[config.mk]
export PLATFORM = sky130hd
export DESIGN_NAME = fepcs_core
export DESIGN_NICKNAME = d
export VERILOG_FILES = /design/src/rtl/fepcs_pkg.sv /design/src/rtl/fepcs_core.sv
export SDC_FILE = /design/constraint.sdc
export NUM_CORES = 1
export LEC_CHECK = 0
export ABC_AREA = 1
export BUFFER_PORTS_ARGS = -buffer_cell sky130_fd_sc_hd__buf_2
export CAP_MARGIN = 10
export CORE_ASPECT_RATIO = 0.6
export CORE_MARGIN = 5
export CORE_UTILIZATION = 51
export CTS_CLUSTER_SIZE = 8
export DETAILED_ROUTE_END_ITERATION = 6
export PLACE_DENSITY_LB_ADDON = 0.1
export RECOVER_POWER = 50
export SLEW_MARGIN = 20
export SYNTH_ARGS = -nofsm -noshare
export SYNTH_HDL_FRONTEND = slang
export SYNTH_SLANG_ARGS = --single-unit
[constraint.sdc]
create_clock -name ref_clk_in -period 2 [get_ports ref_clk_in]
set_input_delay 0.1 -clock ref_clk_in [delete_from_list [all_inputs] [get_ports ref_clk_in]]
set_output_delay 0.1 -clock ref_clk_in [all_outputs]
set_load 0.02 [all_outputs]
[src/rtl/fepcs_pkg.sv]
/*
 Constants, code groups, register map and coder functions for the 100BASE-X PCS block.
 Assumes one 25 MHz clock; every user refers to items by fepcs_pkg::name.
*/
package fepcs_pkg;
	// Five-bit code groups.
	localparam logic [4:0] CG_IDLE = 5'h1F;
	localparam logic [4:0] CG_J = 5'h18;
	localparam logic [4:0] CG_K = 5'h11;
	localparam logic [4:0] CG_T = 5'h0D;
	localparam logic [4:0] CG_R = 5'h07;
	localparam logic [4:0] CG_H = 5'h04;
	// One bit per invalid five-bit group, indexed by the group.
	localparam logic [31:0] CG_INVALID = 32'h0201116F;
	localparam logic [3:0] NIB_PRE = 4'h5;
	localparam logic [1:0] JAM_FALSE = 2'h2;
	// Register byte offsets.
	localparam logic [7:0] OFF_CTRL = 8'h00;
	localparam logic [7:0] OFF_STAT = 8'h04;
	// Control fields.
	localparam int CTL_SPEED100 = 0;
	localparam int CTL_FIBER = 1;
	localparam int CTL_AN_EN = 2;
	localparam int CTL_FORCE = 3;
	localparam int CTL_SCR_BYP = 4;
	localparam logic [4:0] CTL_RESET = 5'h05;
	// Status fields.
	localparam int ST_LINK = 0;
	localparam int ST_FAIL = 1;
	localparam int ST_RXACT = 2;
	localparam int ST_LOCK = 3;
	// Timing.
	localparam int CLK_KHZ = 25000;
	localparam int LINK_UP_MS = 50;
	localparam int LOCK_WIN_MS = 2;
	localparam int LINK_UP_CYC = LINK_UP_MS * CLK_KHZ;
	localparam int LOCK_WIN_CYC = LOCK_WIN_MS * CLK_KHZ;
	localparam int IDLE_RUN = 12;
	localparam int TOG10_CYC = 10;

	// Nibble to data code group.
	function automatic logic [4:0] enc(input logic [3:0] n);
		logic [4:0] t [16];
		t = '{5'h1E, 5'h09, 5'h14, 5'h15, 5'h0A, 5'h0B, 5'h0E, 5'h0F,
			5'h12, 5'h13, 5'h16, 5'h17, 5'h1A, 5'h1B, 5'h1C, 5'h1D};
		return t[n];
	endfunction

	// Data code group back to its nibble; zero for non-data groups.
	function automatic logic [3:0] dec(input logic [4:0] c);
		logic [3:0] r;
		r = 4'h0;
		for (int i = 0; i < 16; i++) begin
			if (enc(4'(i)) == c) begin
				r = 4'(i);
			end
		end
		return r;
	endfunction
endpackage
[src/rtl/fepcs_core.sv]
/*
 100BASE-X PCS for one RMII port: 4B/5B transmit and receive, delimiters, link monitor,
 CRS_DV generation and an APB register slave. Assumes the MAC and line side logic run on
 ref_clk_in, one dibit per clock, and the line side offers one code group per two clocks.
*/
// Chosen here: the APB interface to the registers and the placing of the registers.
`timescale 1ns/1ns
module fepcs_core #(
	parameter int LINK_UP_CYC = fepcs_pkg::LINK_UP_CYC,
	parameter int LOCK_WIN_CYC = fepcs_pkg::LOCK_WIN_CYC,
	parameter int FIFO_DEPTH = 4
) (
	input wire logic ref_clk_in,
	input wire logic rst_n_in,
	input wire logic tx_en_in,
	input wire logic [1:0] txd_in,
	input wire logic tx_err_in,
	output logic [4:0] tx_code_out,
	output logic tx_code_valid_out,
	output logic tx_flp_out,
	output logic scramble_en_out,
	output logic nrzi_en_out,
	input wire logic [4:0] rx_code_in,
	input wire logic rx_code_valid_in,
	input wire logic [2:0] rx_dribble_in,
	output logic crs_dv_out,
	output logic [1:0] rxd_out,
	output logic rx_er_out,
	output logic link_up_out,
	output logic link_fail_out,
	output logic an_restart_out,
	input wire logic psel,
	input wire logic penable,
	input wire logic pwrite,
	input wire logic [7:0] paddr,
	input wire logic [31:0] pwdata,
	output logic [31:0] prdata,
	output logic pready,
	output logic pslverr
);
	typedef enum logic [1:0] {TS_IDLE, TS_DATA, TS_T, TS_R} fepcs_tx_t;
	typedef enum logic [2:0] {RS_IDLE, RS_K, RS_DATA, RS_R, RS_FALSE} fepcs_rx_t;
	localparam int AW = $clog2(FIFO_DEPTH);
	localparam int LW = $clog2(LINK_UP_CYC + 1);
	localparam int WW = $clog2(LOCK_WIN_CYC + 1);

	logic [4:0] ctrl_q;
	logic fail_q;
	logic speed100, an_en, tx_ok;
	fepcs_tx_t tx_st_q;
	logic tx_ph_q;
	logic [1:0] tx_lo_q;
	logic tx_first_q, tx_second_q;
	fepcs_rx_t rx_st_q;
	logic [3:0] fifo_q [FIFO_DEPTH];
	logic [AW-1:0] wr_q, rd_q;
	logic [AW:0] cnt_q;
	logic [AW:0] cnt_d;
	logic [1:0] push_n;
	logic [3:0] push_a, push_b;
	logic pop, out_ph_q, carrier_q, tog_q;
	logic [3:0] tog_cnt_q;
	logic [3:0] run_q;
	logic seen_q, lock_q, run_done;
	logic [LW-1:0] lock_cnt_q;
	logic [WW-1:0] win_q;
	logic link_up_q;

	assign speed100 = ctrl_q[fepcs_pkg::CTL_SPEED100];
	assign an_en = ctrl_q[fepcs_pkg::CTL_AN_EN];
	// Data may go out with link, or forced while negotiation is off.
	assign tx_ok = link_up_q || (ctrl_q[fepcs_pkg::CTL_FORCE] && !an_en);

	// APB slave: no wait states, answer registered in the setup phase.
	always_ff @(posedge ref_clk_in) begin
		if (!rst_n_in) begin
			ctrl_q <= fepcs_pkg::CTL_RESET;
			pready <= 1'b0;
			prdata <= 32'h00000000;
			pslverr <= 1'b0;
		end else begin
			pready <= psel && !penable;
			pslverr <= 1'b0;
			prdata <= 32'h00000000;
			if (psel && !penable) begin
				if (paddr == fepcs_pkg::OFF_CTRL) begin
					prdata <= {27'h0000000, ctrl_q};
				end else if (paddr == fepcs_pkg::OFF_STAT) begin
					prdata <= {28'h0000000, lock_q, carrier_q, fail_q, link_up_q};
				end else begin
					pslverr <= 1'b1;
				end
			end
			if (psel && penable && pready && pwrite && paddr == fepcs_pkg::OFF_CTRL) begin
				ctrl_q <= pwdata[4:0];
			end
		end
	end

	// Sticky link failure; a new failure wins over the write-one clear.
	always_ff @(posedge ref_clk_in) begin
		if (!rst_n_in) begin
			fail_q <= 1'b0;
		end else if (link_up_q && !lock_q) begin
			fail_q <= 1'b1;
		end else if (psel && penable && pready && pwrite && paddr == fepcs_pkg::OFF_STAT
			&& pwdata[fepcs_pkg::ST_FAIL]) begin
			fail_q <= 1'b0;
		end
	end

	// Line mode selects follow the control register.
	always_ff @(posedge ref_clk_in) begin
		if (!rst_n_in) begin
			scramble_en_out <= 1'b0;
			nrzi_en_out <= 1'b0;
		end else begin
			scramble_en_out <= speed100 && !ctrl_q[fepcs_pkg::CTL_FIBER]
				&& !ctrl_q[fepcs_pkg::CTL_SCR_BYP];
			nrzi_en_out <= speed100 && ctrl_q[fepcs_pkg::CTL_FIBER];
		end
	end

	// Transmit: dibits pair low first into nibbles, one code group every two clocks.
	always_ff @(posedge ref_clk_in) begin
		if (!rst_n_in) begin
			tx_st_q <= TS_IDLE;
			tx_ph_q <= 1'b0;
			tx_lo_q <= 2'h0;
			tx_first_q <= 1'b0;
			tx_second_q <= 1'b0;
			tx_code_out <= fepcs_pkg::CG_IDLE;
			tx_code_valid_out <= 1'b0;
			tx_flp_out <= 1'b0;
		end else begin
			tx_code_valid_out <= 1'b0;
			tx_flp_out <= !tx_ok && speed100;
			tx_ph_q <= !tx_ph_q;
			case (tx_st_q)
				TS_IDLE: begin
					if (tx_en_in && (tx_ok || !speed100)) begin
						tx_st_q <= TS_DATA;
						tx_lo_q <= txd_in;
						tx_ph_q <= 1'b1;
						tx_first_q <= 1'b1;
						tx_second_q <= 1'b0;
					end else if (tx_ph_q && tx_ok && speed100) begin
						tx_code_out <= fepcs_pkg::CG_IDLE;
						tx_code_valid_out <= 1'b1;
					end
				end
				TS_DATA: begin
					if (!tx_ph_q) begin
						tx_lo_q <= txd_in;
						if (!tx_en_in) begin
							tx_st_q <= speed100 ? TS_T : TS_IDLE;
							tx_ph_q <= 1'b1;
						end
					end else begin
						tx_code_valid_out <= 1'b1;
						tx_first_q <= 1'b0;
						tx_second_q <= tx_first_q;
						if (!speed100) begin
							tx_code_out <= {1'b0, txd_in, tx_lo_q};
						end else if (tx_first_q) begin
							tx_code_out <= fepcs_pkg::CG_J;
						end else if (tx_second_q) begin
							tx_code_out <= fepcs_pkg::CG_K;
						end else if (tx_err_in) begin
							tx_code_out <= fepcs_pkg::CG_H;
						end else begin
							tx_code_out <= fepcs_pkg::enc({txd_in, tx_lo_q});
						end
						if (!tx_en_in) begin
							tx_st_q <= speed100 ? TS_T : TS_IDLE;
						end
					end
				end
				TS_T: begin
					if (tx_ph_q) begin
						tx_code_out <= fepcs_pkg::CG_T;
						tx_code_valid_out <= 1'b1;
						tx_st_q <= TS_R;
					end
				end
				TS_R: begin
					if (tx_ph_q) begin
						tx_code_out <= fepcs_pkg::CG_R;
						tx_code_valid_out <= 1'b1;
						tx_st_q <= TS_IDLE;
					end
				end
				default: tx_st_q <= TS_IDLE;
			endcase
		end
	end

	// Receive decoder: delimiter checks and nibble pushes into the drain buffer.
	always_ff @(posedge ref_clk_in) begin
		if (!rst_n_in) begin
			rx_st_q <= RS_IDLE;
			carrier_q <= 1'b0;
		end else if (rx_code_valid_in && !speed100) begin
			carrier_q <= rx_code_in[4];
			rx_st_q <= rx_code_in[4] ? RS_DATA : RS_IDLE;
		end else if (rx_code_valid_in) begin
			carrier_q <= rx_code_in != fepcs_pkg::CG_IDLE;
			case (rx_st_q)
				RS_IDLE: begin
					if (rx_code_in == fepcs_pkg::CG_J) begin
						rx_st_q <= RS_K;
					end else if (rx_code_in != fepcs_pkg::CG_IDLE) begin
						rx_st_q <= RS_FALSE;
					end
				end
				RS_K: rx_st_q <= (rx_code_in == fepcs_pkg::CG_K) ? RS_DATA : RS_FALSE;
				RS_DATA: begin
					if (rx_code_in == fepcs_pkg::CG_T) begin
						rx_st_q <= RS_R;
					end else if (rx_code_in == fepcs_pkg::CG_IDLE) begin
						rx_st_q <= RS_IDLE;
					end
				end
				RS_R: rx_st_q <= (rx_code_in == fepcs_pkg::CG_R) ? RS_IDLE : RS_FALSE;
				RS_FALSE: begin
					if (rx_code_in == fepcs_pkg::CG_IDLE) begin
						rx_st_q <= RS_IDLE;
					end
				end
				default: rx_st_q <= RS_IDLE;
			endcase
		end
	end

	// Nibbles to push for the current code group.
	always_comb begin
		push_n = 2'd0;
		push_a = rx_code_in[3:0];
		push_b = fepcs_pkg::NIB_PRE;
		if (rx_code_valid_in && !speed100) begin
			if (rx_code_in[4]) begin
				push_n = 2'd1;
			end else if (rx_st_q == RS_DATA && rx_dribble_in != 3'h0 && rx_dribble_in < 3'h5) begin
				push_n = 2'd1;
				push_a = rx_code_in[3:0] | (4'hF << rx_dribble_in);
			end
		end else if (rx_code_valid_in) begin
			if (rx_st_q == RS_K && rx_code_in == fepcs_pkg::CG_K) begin
				push_n = 2'd2;
				push_a = fepcs_pkg::NIB_PRE;
			end else if (rx_st_q == RS_DATA && rx_code_in != fepcs_pkg::CG_T
				&& rx_code_in != fepcs_pkg::CG_IDLE) begin
				push_n = 2'd1;
				push_a = fepcs_pkg::dec(rx_code_in);
			end
		end
	end

	// Drain buffer: pop one nibble per two clocks, low dibit first.
	assign pop = out_ph_q && cnt_q != '0;
	assign cnt_d = cnt_q + (AW+1)'(push_n) - (AW+1)'(pop);
	always_ff @(posedge ref_clk_in) begin
		if (!rst_n_in) begin
			wr_q <= '0;
			rd_q <= '0;
			cnt_q <= '0;
			out_ph_q <= 1'b0;
		end else begin
			out_ph_q <= (cnt_q != '0) ? !out_ph_q : 1'b0;
			if (pop) begin
				rd_q <= rd_q + AW'(1);
			end
			if (push_n != 2'd0) begin
				fifo_q[wr_q] <= push_a;
				if (push_n == 2'd2) begin
					fifo_q[wr_q + AW'(1)] <= push_b;
				end
				wr_q <= wr_q + AW'(push_n);
			end
			cnt_q <= cnt_d;
		end
	end

	// RMII receive outputs; carrier valid toggles while the buffer drains.
	always_ff @(posedge ref_clk_in) begin
		if (!rst_n_in) begin
			crs_dv_out <= 1'b0;
			rxd_out <= 2'h0;
			rx_er_out <= 1'b0;
			tog_q <= 1'b1;
			tog_cnt_q <= 4'h0;
		end else begin
			tog_cnt_q <= (speed100 || tog_cnt_q == 4'(fepcs_pkg::TOG10_CYC - 1)) ? 4'h0
				: tog_cnt_q + 4'h1;
			if (carrier_q || cnt_q == '0) begin
				tog_q <= 1'b1;
			end else if (tog_cnt_q == 4'h0) begin
				tog_q <= !tog_q;
			end
			crs_dv_out <= carrier_q || (cnt_q != '0 && tog_q);
			if (rx_st_q == RS_FALSE) begin
				rxd_out <= fepcs_pkg::JAM_FALSE;
			end else if (cnt_q == '0) begin
				rxd_out <= 2'h0;
			end else begin
				rxd_out <= out_ph_q ? fifo_q[rd_q][3:2] : fifo_q[rd_q][1:0];
			end
			rx_er_out <= rx_code_valid_in && speed100 && (rx_st_q == RS_DATA || rx_st_q == RS_R)
				&& fepcs_pkg::CG_INVALID[rx_code_in];
		end
	end

	// A run of twelve idles in a row completes here; the count then restarts.
	assign run_done = rx_code_valid_in && rx_code_in == fepcs_pkg::CG_IDLE
		&& run_q == 4'(fepcs_pkg::IDLE_RUN - 1);

	// Lock monitor: a completed run locks; a window with no fresh run, or a silent line, unlocks.
	always_ff @(posedge ref_clk_in) begin
		if (!rst_n_in || !speed100) begin
			run_q <= 4'h0;
			seen_q <= 1'b0;
			lock_q <= 1'b0;
			win_q <= '0;
		end else begin
			win_q <= (win_q == WW'(LOCK_WIN_CYC - 1)) ? '0 : win_q + WW'(1);
			if (rx_code_valid_in) begin
				run_q <= (rx_code_in != fepcs_pkg::CG_IDLE || run_done) ? 4'h0 : run_q + 4'h1;
			end
			if (run_done) begin
				lock_q <= 1'b1;
			end
			if (win_q == WW'(LOCK_WIN_CYC - 1)) begin
				seen_q <= 1'b0;
				if (!seen_q && !run_done) begin
					lock_q <= 1'b0;
				end
			end else if (run_done) begin
				seen_q <= 1'b1;
			end
		end
	end

	// Link timer; only the fast path raises link, so slow link never follows idles.
	always_ff @(posedge ref_clk_in) begin
		if (!rst_n_in) begin
			lock_cnt_q <= '0;
			link_up_q <= 1'b0;
			link_up_out <= 1'b0;
			link_fail_out <= 1'b0;
			an_restart_out <= 1'b0;
		end else begin
			link_fail_out <= link_up_q && !lock_q;
			an_restart_out <= link_up_q && !lock_q && an_en;
			link_up_out <= link_up_q && lock_q;
			if (!lock_q || !speed100) begin
				lock_cnt_q <= '0;
				link_up_q <= 1'b0;
			end else if (lock_cnt_q == LW'(LINK_UP_CYC - 1)) begin
				link_up_q <= 1'b1;
			end else begin
				lock_cnt_q <= lock_cnt_q + LW'(1);
			end
		end
	end

	// Checks.
	property p_idle_fill;
		@(posedge ref_clk_in) disable iff (!rst_n_in)
		(tx_st_q == TS_IDLE && tx_code_valid_out && !$past(tx_st_q == TS_R)) |-> tx_code_out == fepcs_pkg::CG_IDLE;
	endproperty
	a_idle_fill: assert property (p_idle_fill) else $error("non idle group between frames");
	property p_jk;
		@(posedge ref_clk_in) disable iff (!rst_n_in)
		(speed100 && tx_code_valid_out && tx_code_out == fepcs_pkg::CG_J && tx_second_q)
		|-> ##2 (tx_code_valid_out && (tx_code_out == fepcs_pkg::CG_K || tx_code_out == fepcs_pkg::CG_T));
	endproperty
	a_jk: assert property (p_jk) else $error("J not followed by K");
	property p_tr;
		@(posedge ref_clk_in) disable iff (!rst_n_in)
		(tx_code_valid_out && tx_code_out == fepcs_pkg::CG_T && tx_st_q == TS_R)
		|-> ##2 (tx_code_valid_out && tx_code_out == fepcs_pkg::CG_R);
	endproperty
	a_tr: assert property (p_tr) else $error("T not followed by R");
	property p_pre;
		@(posedge ref_clk_in) disable iff (!rst_n_in)
		(speed100 && rx_code_valid_in && rx_st_q == RS_K && rx_code_in == fepcs_pkg::CG_K && !pop)
		|=> cnt_q == $past(cnt_q) + 2;
	endproperty
	a_pre: assert property (p_pre) else $error("two preamble nibbles not queued");
	property p_link_up;
		@(posedge ref_clk_in) disable iff (!rst_n_in)
		$rose(link_up_q) |-> $past(lock_q) && lock_cnt_q == LW'(LINK_UP_CYC - 1);
	endproperty
	a_link_up: assert property (p_link_up) else $error("link up without full lock time");
	property p_restart;
		@(posedge ref_clk_in) disable iff (!rst_n_in)
		$fell(link_up_q) && an_en && speed100 |-> an_restart_out && link_fail_out;
	endproperty
	a_restart: assert property (p_restart) else $error("no restart on link loss");
	property p_flp;
		@(posedge ref_clk_in) disable iff (!rst_n_in)
		(speed100 && !tx_ok) |=> tx_flp_out;
	endproperty
	a_flp: assert property (p_flp) else $error("no bursts while link down");
	property p_crs;
		@(posedge ref_clk_in) disable iff (!rst_n_in)
		(speed100 && rx_code_valid_in && rx_code_in != fepcs_pkg::CG_IDLE) |=> ##1 crs_dv_out;
	endproperty
	a_crs: assert property (p_crs) else $error("carrier valid missed");
	property p_inv;
		@(posedge ref_clk_in) disable iff (!rst_n_in)
		(speed100 && rx_code_valid_in && rx_st_q == RS_DATA && rx_code_in == 5'h00) |=> rx_er_out;
	endproperty
	a_inv: assert property (p_inv) else $error("invalid group not flagged");
	c_jk: cover property (@(posedge ref_clk_in) tx_code_valid_out && tx_code_out == fepcs_pkg::CG_K);
	c_link: cover property (@(posedge ref_clk_in) $rose(link_up_q));
	c_drain: cover property (@(posedge ref_clk_in) !carrier_q && cnt_q != '0 && $fell(crs_dv_out));
	c_false: cover property (@(posedge ref_clk_in) rx_st_q == RS_FALSE);
endmodule

* Word level (Yosys, flattened, before mapping)
Memory sizes are Yosys's and may differ from the RTL's. A register that Yosys moved wholly into a read port is not among the register bits.
Cells that the tools add are included.
Widths: inputs -> output; s select.
** Storage, ports and cells
- Bits in registers :: 124
- Latch bits :: 0
- Bits in writable memories :: 16
- Memory bits (read-only) :: 112
- Input bits :: 58
- Output and inout port bits :: 50
- Logic and storage cells :: 276
- Memories :: 3
** Memory list
- (name not given) :: depth 16, bits a word 5, read ports 1, clocked after Yosys merged registers in 0, write ports 0, line fepcs_pkg.sv:46 : return t[n];
- (name not given) :: depth 32, bits a word 1, read ports 1, clocked after Yosys merged registers in 0, write ports 0, line fepcs_core.sv:309 : && fepcs_pkg::CG_INVALID[rx_code_in];
- fifo_q :: depth 4, bits a word 4, read ports 1, clocked after Yosys merged registers in 1, write ports 2, line fepcs_core.sv:55 : logic [3:0] fifo_q [FIFO_DEPTH];
** Operators by class
- Add/subtract/negate cells :: 9
- Multipliers :: 0
- Divide/modulo/power cells :: 0
- $lt $le $gt $ge :: 3
- Equal/unequal tests :: 44
- Shift-type cells :: 1
- Muxes and demuxes :: 96
- Bitwise logic cells :: 4
- Reduce and logical (&&, ||, !) cells :: 79
** Operators by type and width (number)
- $mux 4 :: 22
- $mux 5 :: 12
- $eq 5x5->1 const A :: 10
- $logic_and 1x1->1 :: 32
- $mux 2 :: 16
- $mux 1 :: 30
- $eq 4x5->1 const A :: 5
- $mux 3 :: 8
- $add 21x1->21 const B :: 1
- $eq 21x21->1 const B :: 1
- $pmux 5 s4 :: 1
- $add 16x1->16 const B :: 1
- $eq 16x16->1 const B :: 1
- $ne 2x2->1 const B :: 8
- $eq 5x5->1 const B :: 3
- $pmux 3 s5 :: 1
- $logic_not 1->1 :: 13
- $logic_or 1x1->1 :: 9
- $reduce_or 3->1 :: 3
- $add 4x1->4 const B :: 2
- $eq 4x4->1 const B :: 2
- $eq 8x3->1 const B :: 1
- $logic_not 8->1 :: 1
- $pmux 1 s2 :: 4
- other kinds (33) :: 49

* Longest topological paths before layout
- Depth after elaboration :: 20
- Gate-level depth with buffers :: 15
- Depth with buffers taken out :: 15

* Worst setup path after synthesis
Ideal clock, no wire load.
- Path kind :: register to register
- From :: register rx_st_q[1]
- To :: register cnt_q[2]
- Setup time :: 0.128 ns
- Data arrival time :: 2.078 ns
- Required time :: 1.872 ns
- Slack :: -0.205 ns
- Stages on the path, launching flop included :: 14
- Buffers on the path :: 0
- Period minus slack after synthesis :: 2.205 ns
- Cell sequence :: dfxtp_1 -> inv_2 -> nor3_2 -> nand3_2 -> o21ai_2 -> nand2_4 -> ha_1 -> inv_1 -> ha_1 -> inv_1 -> fa_1 -> xor2_1 -> inv_1 -> nor2_1
** Between the ends
- Longest elaborated chain between the ends :: 9
- Elaborated cells on any way between the ends :: 15
** RTL lines
- start, declared :: line fepcs_core.sv:54 : fepcs_rx_t rx_st_q;
- start signal, assigned :: line fepcs_core.sv:205 : rx_st_q <= rx_code_in[4] ? RS_DATA : RS_IDLE;
- start signal, assigned :: line fepcs_core.sv:216 : RS_K: rx_st_q <= (rx_code_in == fepcs_pkg::CG_K) ? RS_DATA : RS_FALSE;
- start signal, assigned :: line fepcs_core.sv:224 : RS_R: rx_st_q <= (rx_code_in == fepcs_pkg::CG_R) ? RS_IDLE : RS_FALSE;
- $eq 3x2->1 :: line fepcs_core.sv:243, fepcs_core.sv:251
- $logic_and 1x1->1 :: line fepcs_core.sv:251 : end else if (rx_st_q == RS_DATA && rx_code_in != fepcs_pkg::CG_T
- $logic_and 1x1->1 :: line fepcs_core.sv:252 : && rx_code_in != fepcs_pkg::CG_IDLE) begin
- $mux 1 :: line fepcs_core.sv:251
- $mux 2 :: line fepcs_core.sv:248 : if (rx_st_q == RS_K && rx_code_in == fepcs_pkg::CG_K) begin
- $mux 2 :: line fepcs_core.sv:247 : end else if (rx_code_valid_in) begin
- $mux 2 * :: line fepcs_core.sv:240 : if (rx_code_valid_in && !speed100) begin
- $add 3x2->3 * :: line fepcs_core.sv:261 : assign cnt_d = cnt_q + (AW+1)'(push_n) - (AW+1)'(pop);
- $sub 3x1->3 * :: line fepcs_core.sv:261
- end signal, assigned :: line fepcs_core.sv:280 : cnt_q <= cnt_d;
- end, declared :: line fepcs_core.sv:57 : logic [AW:0] cnt_q;
Every way passes the cells marked *; elsewhere a longest branch is shown, timed or not.
A chain may end at the register's enable or synchronous reset.

* Worst setup path after layout
- From :: register rx_st_q[2]
- To :: register cnt_q[2]
The elaborated chain is that of the path after synthesis.

==> flow_metrics.tcl <==
set metrics [dict create \
    peakVddDrop_uv 588.2 \
    run_status "finished with violations" \
    crit_path_end_kind "flip-flop" \
    synth_top_area_cell "dfxtp_1" \
    clk_latency_ns 0.42 \
    fin_crit_sh_pct 105.0 \
    whs_endpoint "ctrl_q[4]$_SDFFE_PN0P_" \
    synth_top_area_share_pct 39.35 \
    hold_violations 0 \
    power_mw 6.028 \
    powerDensity_mw_per_mm2 839.6 \
    yosysWarningCount 0 \
    die_w_microns 148.3 \
    synthArstFlopShare_pct 0 \
    min_path_cells 3 \
    final_util_pct 63.76 \
    wl_mm 15.06 \
    start_util_pct 51.96 \
    synth.area.top_cells "dfxtp_1 39%, nand2_1 8.3%, inv_1 7.1%" \
    clkSinkCount 115 \
    cpPeakStageDelay_ns 0.33 \
    avgSynthCellArea_sq_um 7.205 \
    drv_slew 0 \
    tns_ns -0.1672 \
    fillers 1030 \
    area_growth_pct 22.71 \
    grt_max_degree 19 \
    setup_viol 2 \
    synth_edf_count 0 \
    ff2ff_setup_slack_ns -0.1 \
    n_antenna_cell 0 \
    ys_seq_area_share_pct 39.35 \
    num_rows 30 \
    first_pass_iters 5 \
    numPortBuffers 53 \
    syn_inst 812 \
    critPathKind "flip-flop to flip-flop" \
    gp_congestion 0.9206 \
    min_period_ns 2.099 \
    setup_ws_ns -0.09923 \
    syn-cell-area_sq_mm 0.005851 \
    path_max_fanout 3 \
    max_cap_viol_count 0 \
    worstPathRequired_ns 2.30 \
    ys_seq_elements 115 \
    antenna_found_initial 0 \
    nets 997 \
    p_leak_nw 3.017 \
    cts_buffer_depth 2 \
    cts_max_level 4 \
    postLayoutCellArea_sq_mm 0.007179 \
    boundaryPins 108 \
    grt_usage_pct 22.01 \
    worstPathCellList "nor3_4, nand2_2, o211ai_2, nand2_4, ha_4, inv_2, ha_4, inv_2, fa_2, xor2_1, inv_1, nor2_1" \
    tightest_slew_ns 0.5371 \
    vias 5621 \
    crit_buf_inv 3 \
    drive_gt1_share_pct 16.01 \
    hold_path_startpoint "pwdata[4]" \
    hold_path_class "primary input to flip-flop" \
    drc 0 \
    coreArea_sq_mm 0.01126 \
    timing.rr.start "rx_st_q[2]$_SDFFE_PN0P_" \
    rsz0062_at_grt "yes" \
    crit_arrival_ns 2.40 \
    cts_made_buffers 17 \
    critPathSlowestCell "dfxtp_2" \
    dpl_cell_area_sq_mm 0.006497 \
    grt_overflow_total 0 \
    dp_cells 1040 \
    die_area_sq_mm 0.01378 \
    wl_per_cell_microns 13.93 \
    vias_per_cell 5.200 \
    cts_tree "built" \
    critPathTopFamily "adder cells" \
    clkTransAtPathRegs_ns 0.05 \
    synth_cell_type_count 51 \
    timing.rr.end "cnt_q[2]$_SDFF_PN0_" \
    grt_pass1_vias 5219 \
    grt_first_pass_wirelength_mm 24.47 \
    reg2reg_depth 12 \
    max_freq_ghz 0.4764 \
    clockRootBuffer "clkbuf_16" \
    clock_skew_ns 0.006619 \
    final_cells 1081 \
    critPathLaunchType "flip-flop" \
    die_height_microns 92.97 \
    violations "setup timing" \
    drtIter0Drc 413 \
    dp_hpwl_mm 11.42 \
    slew-limit-headroom_pct 64.06 \
    ant_nets 0 \
    synth_flop_cell "dfxtp_1" \
]
## per-layer routing
metal	global-route usage [%]	part of all wire [%]	wire, microns	vias up
li1	-	-	-	2861
met1	31.41	50	7482	2569
met2	32.98	43	6417	172
met3	5.428	6.5	978	19
met4	6.303	1.2	184	0
met5	0	0	0	-
## synthesized netlist by cell type, types with 5 or more instances
cell / count
a21oi_1: 78
a31oi_1: 6
buf_4: 28
clkbuf_1: 5
dfxtp_1: 115
ha_1: 14
inv_1: 110
inv_2: 8
nand2_1: 129
nand3_1: 41
nand4_1: 14
nor2_1: 98
nor3_1: 22
nor4_1: 8
o211ai_1: 7
o21ai_0: 48
o21ai_1: 8
o22ai_1: 7
or2_2: 5
xor2_1: 6
## kinds of logic after synthesis
kind of cell | after synthesis | synth area share [%]
other | 1 | 0.06410
buffers and inverters | 156 | 11.89
flip-flops | 115 | 39.35
AND/OR/NAND/NOR | 343 | 27.54
adder cells (fa/ha/maj) | 15 | 3.336
AO/OA/AOI/OAI | 173 | 16.47
XOR/XNOR | 9 | 1.347
## state kept, by name, summed over array words and instances, names as in the netlist, 2 cells and up, named ones only
signal       cells
lock_cnt_q      21
fifo_q          16
win_q           16
ctrl_q           5
prdata           5
tx_code_out      5
run_q            4
tog_cnt_q        4
cnt_q            3
rx_st_q          3
rd_q             2
rxd_out          2
tx_lo_q          2
wr_q             2
## area by class of cell
type                            instances  area [sq um]  area share [%]
Tap cell                              144         180.2           2.510
Timing Repair Buffer                  104         615.6           8.574
Inverter                              119         446.7           6.222
Sequential cell                       115          2307           32.14
Multi-Input combinational cell        567          3010           41.93
Clock buffer                           18         439.2           6.117
Clock inverter                         14         180.2           2.510
## repair_timing
item                                    CTS  global route
hold buffers                              7             0
resized for setup                         1            10
gates cloned                              0             0
pin swaps                                 5             3
endpoints found under the setup margin    2             9
endpoints found under the hold margin     5             0
buffers inserted                          1             1
## stage by stage
step | setup slack, ns | hold WS, ns
after floorplan | -0.09772 | 0.1787
after global placement | -0.1295 | 0.3131
after detailed placement | -0.1754 | 0.3196
after CTS | -0.08951 | 0.002172
after global routing | -0.2163 | 0.03046
final | -0.09923 | 0.003199
## report_power, final
group          switching [mW]  leakage (nW)  internal, mW
Sequential             0.0370         0.934          2.36
Combinational           0.309          1.80         0.178
Clock                    1.14         0.285          2.00
## cells in the final DEF (no fill, tap or decap), types with 28 or more instances in the layout
cell	n
nand2_1	126
dfxtp_1	111
inv_1	108
nor2_1	97
a21oi_1	78
o21ai_0	48
nand3_1	40
buf_4	39
clkbuf_1	30
buf_2	28
## how the worst max path moves through the flow
| stage | startpoint | to | slack (ns) | cells past startpoint |
|---|---|---|---|---|
| 3_3_place_gp | rx_code_in[0] | cnt_q[2]$_SDFF_PN0_ | -0.13 | 16 |
| 2_1_floorplan | rx_st_q[1]$_SDFFE_PN0P_ | cnt_q[2]$_SDFF_PN0_ | -0.1 | 13 |
| 3_5_place_dp | rx_code_in[0] | cnt_q[2]$_SDFF_PN0_ | -0.18 | 16 |
| 5_1_grt | rx_st_q[2]$_SDFFE_PN0P_ | cnt_q[2]$_SDFF_PN0_ | -0.22 | 12 |
| 6_report | rx_st_q[2]$_SDFFE_PN0P_ | cnt_q[2]$_SDFF_PN0_ | -0.1 | 12 |
| 4_1_cts | rx_st_q[2]$_SDFFE_PN0P_ | cnt_q[2]$_SDFF_PN0_ | -0.09 | 12 |
## worst reg2reg max path, delay by kind of cell (launching register included)
kind / cells / cell delay [ns]
adder cells (fa/ha/maj): 3 / 0.66
flip-flops: 1 / 0.33
AND/OR/NAND/NOR: 4 / 0.48
buffers and inverters: 3 / 0.15
XOR/XNOR: 1 / 0.16
AO/OA/AOI/OAI: 1 / 0.21
(Power assumes the default switching activity.)
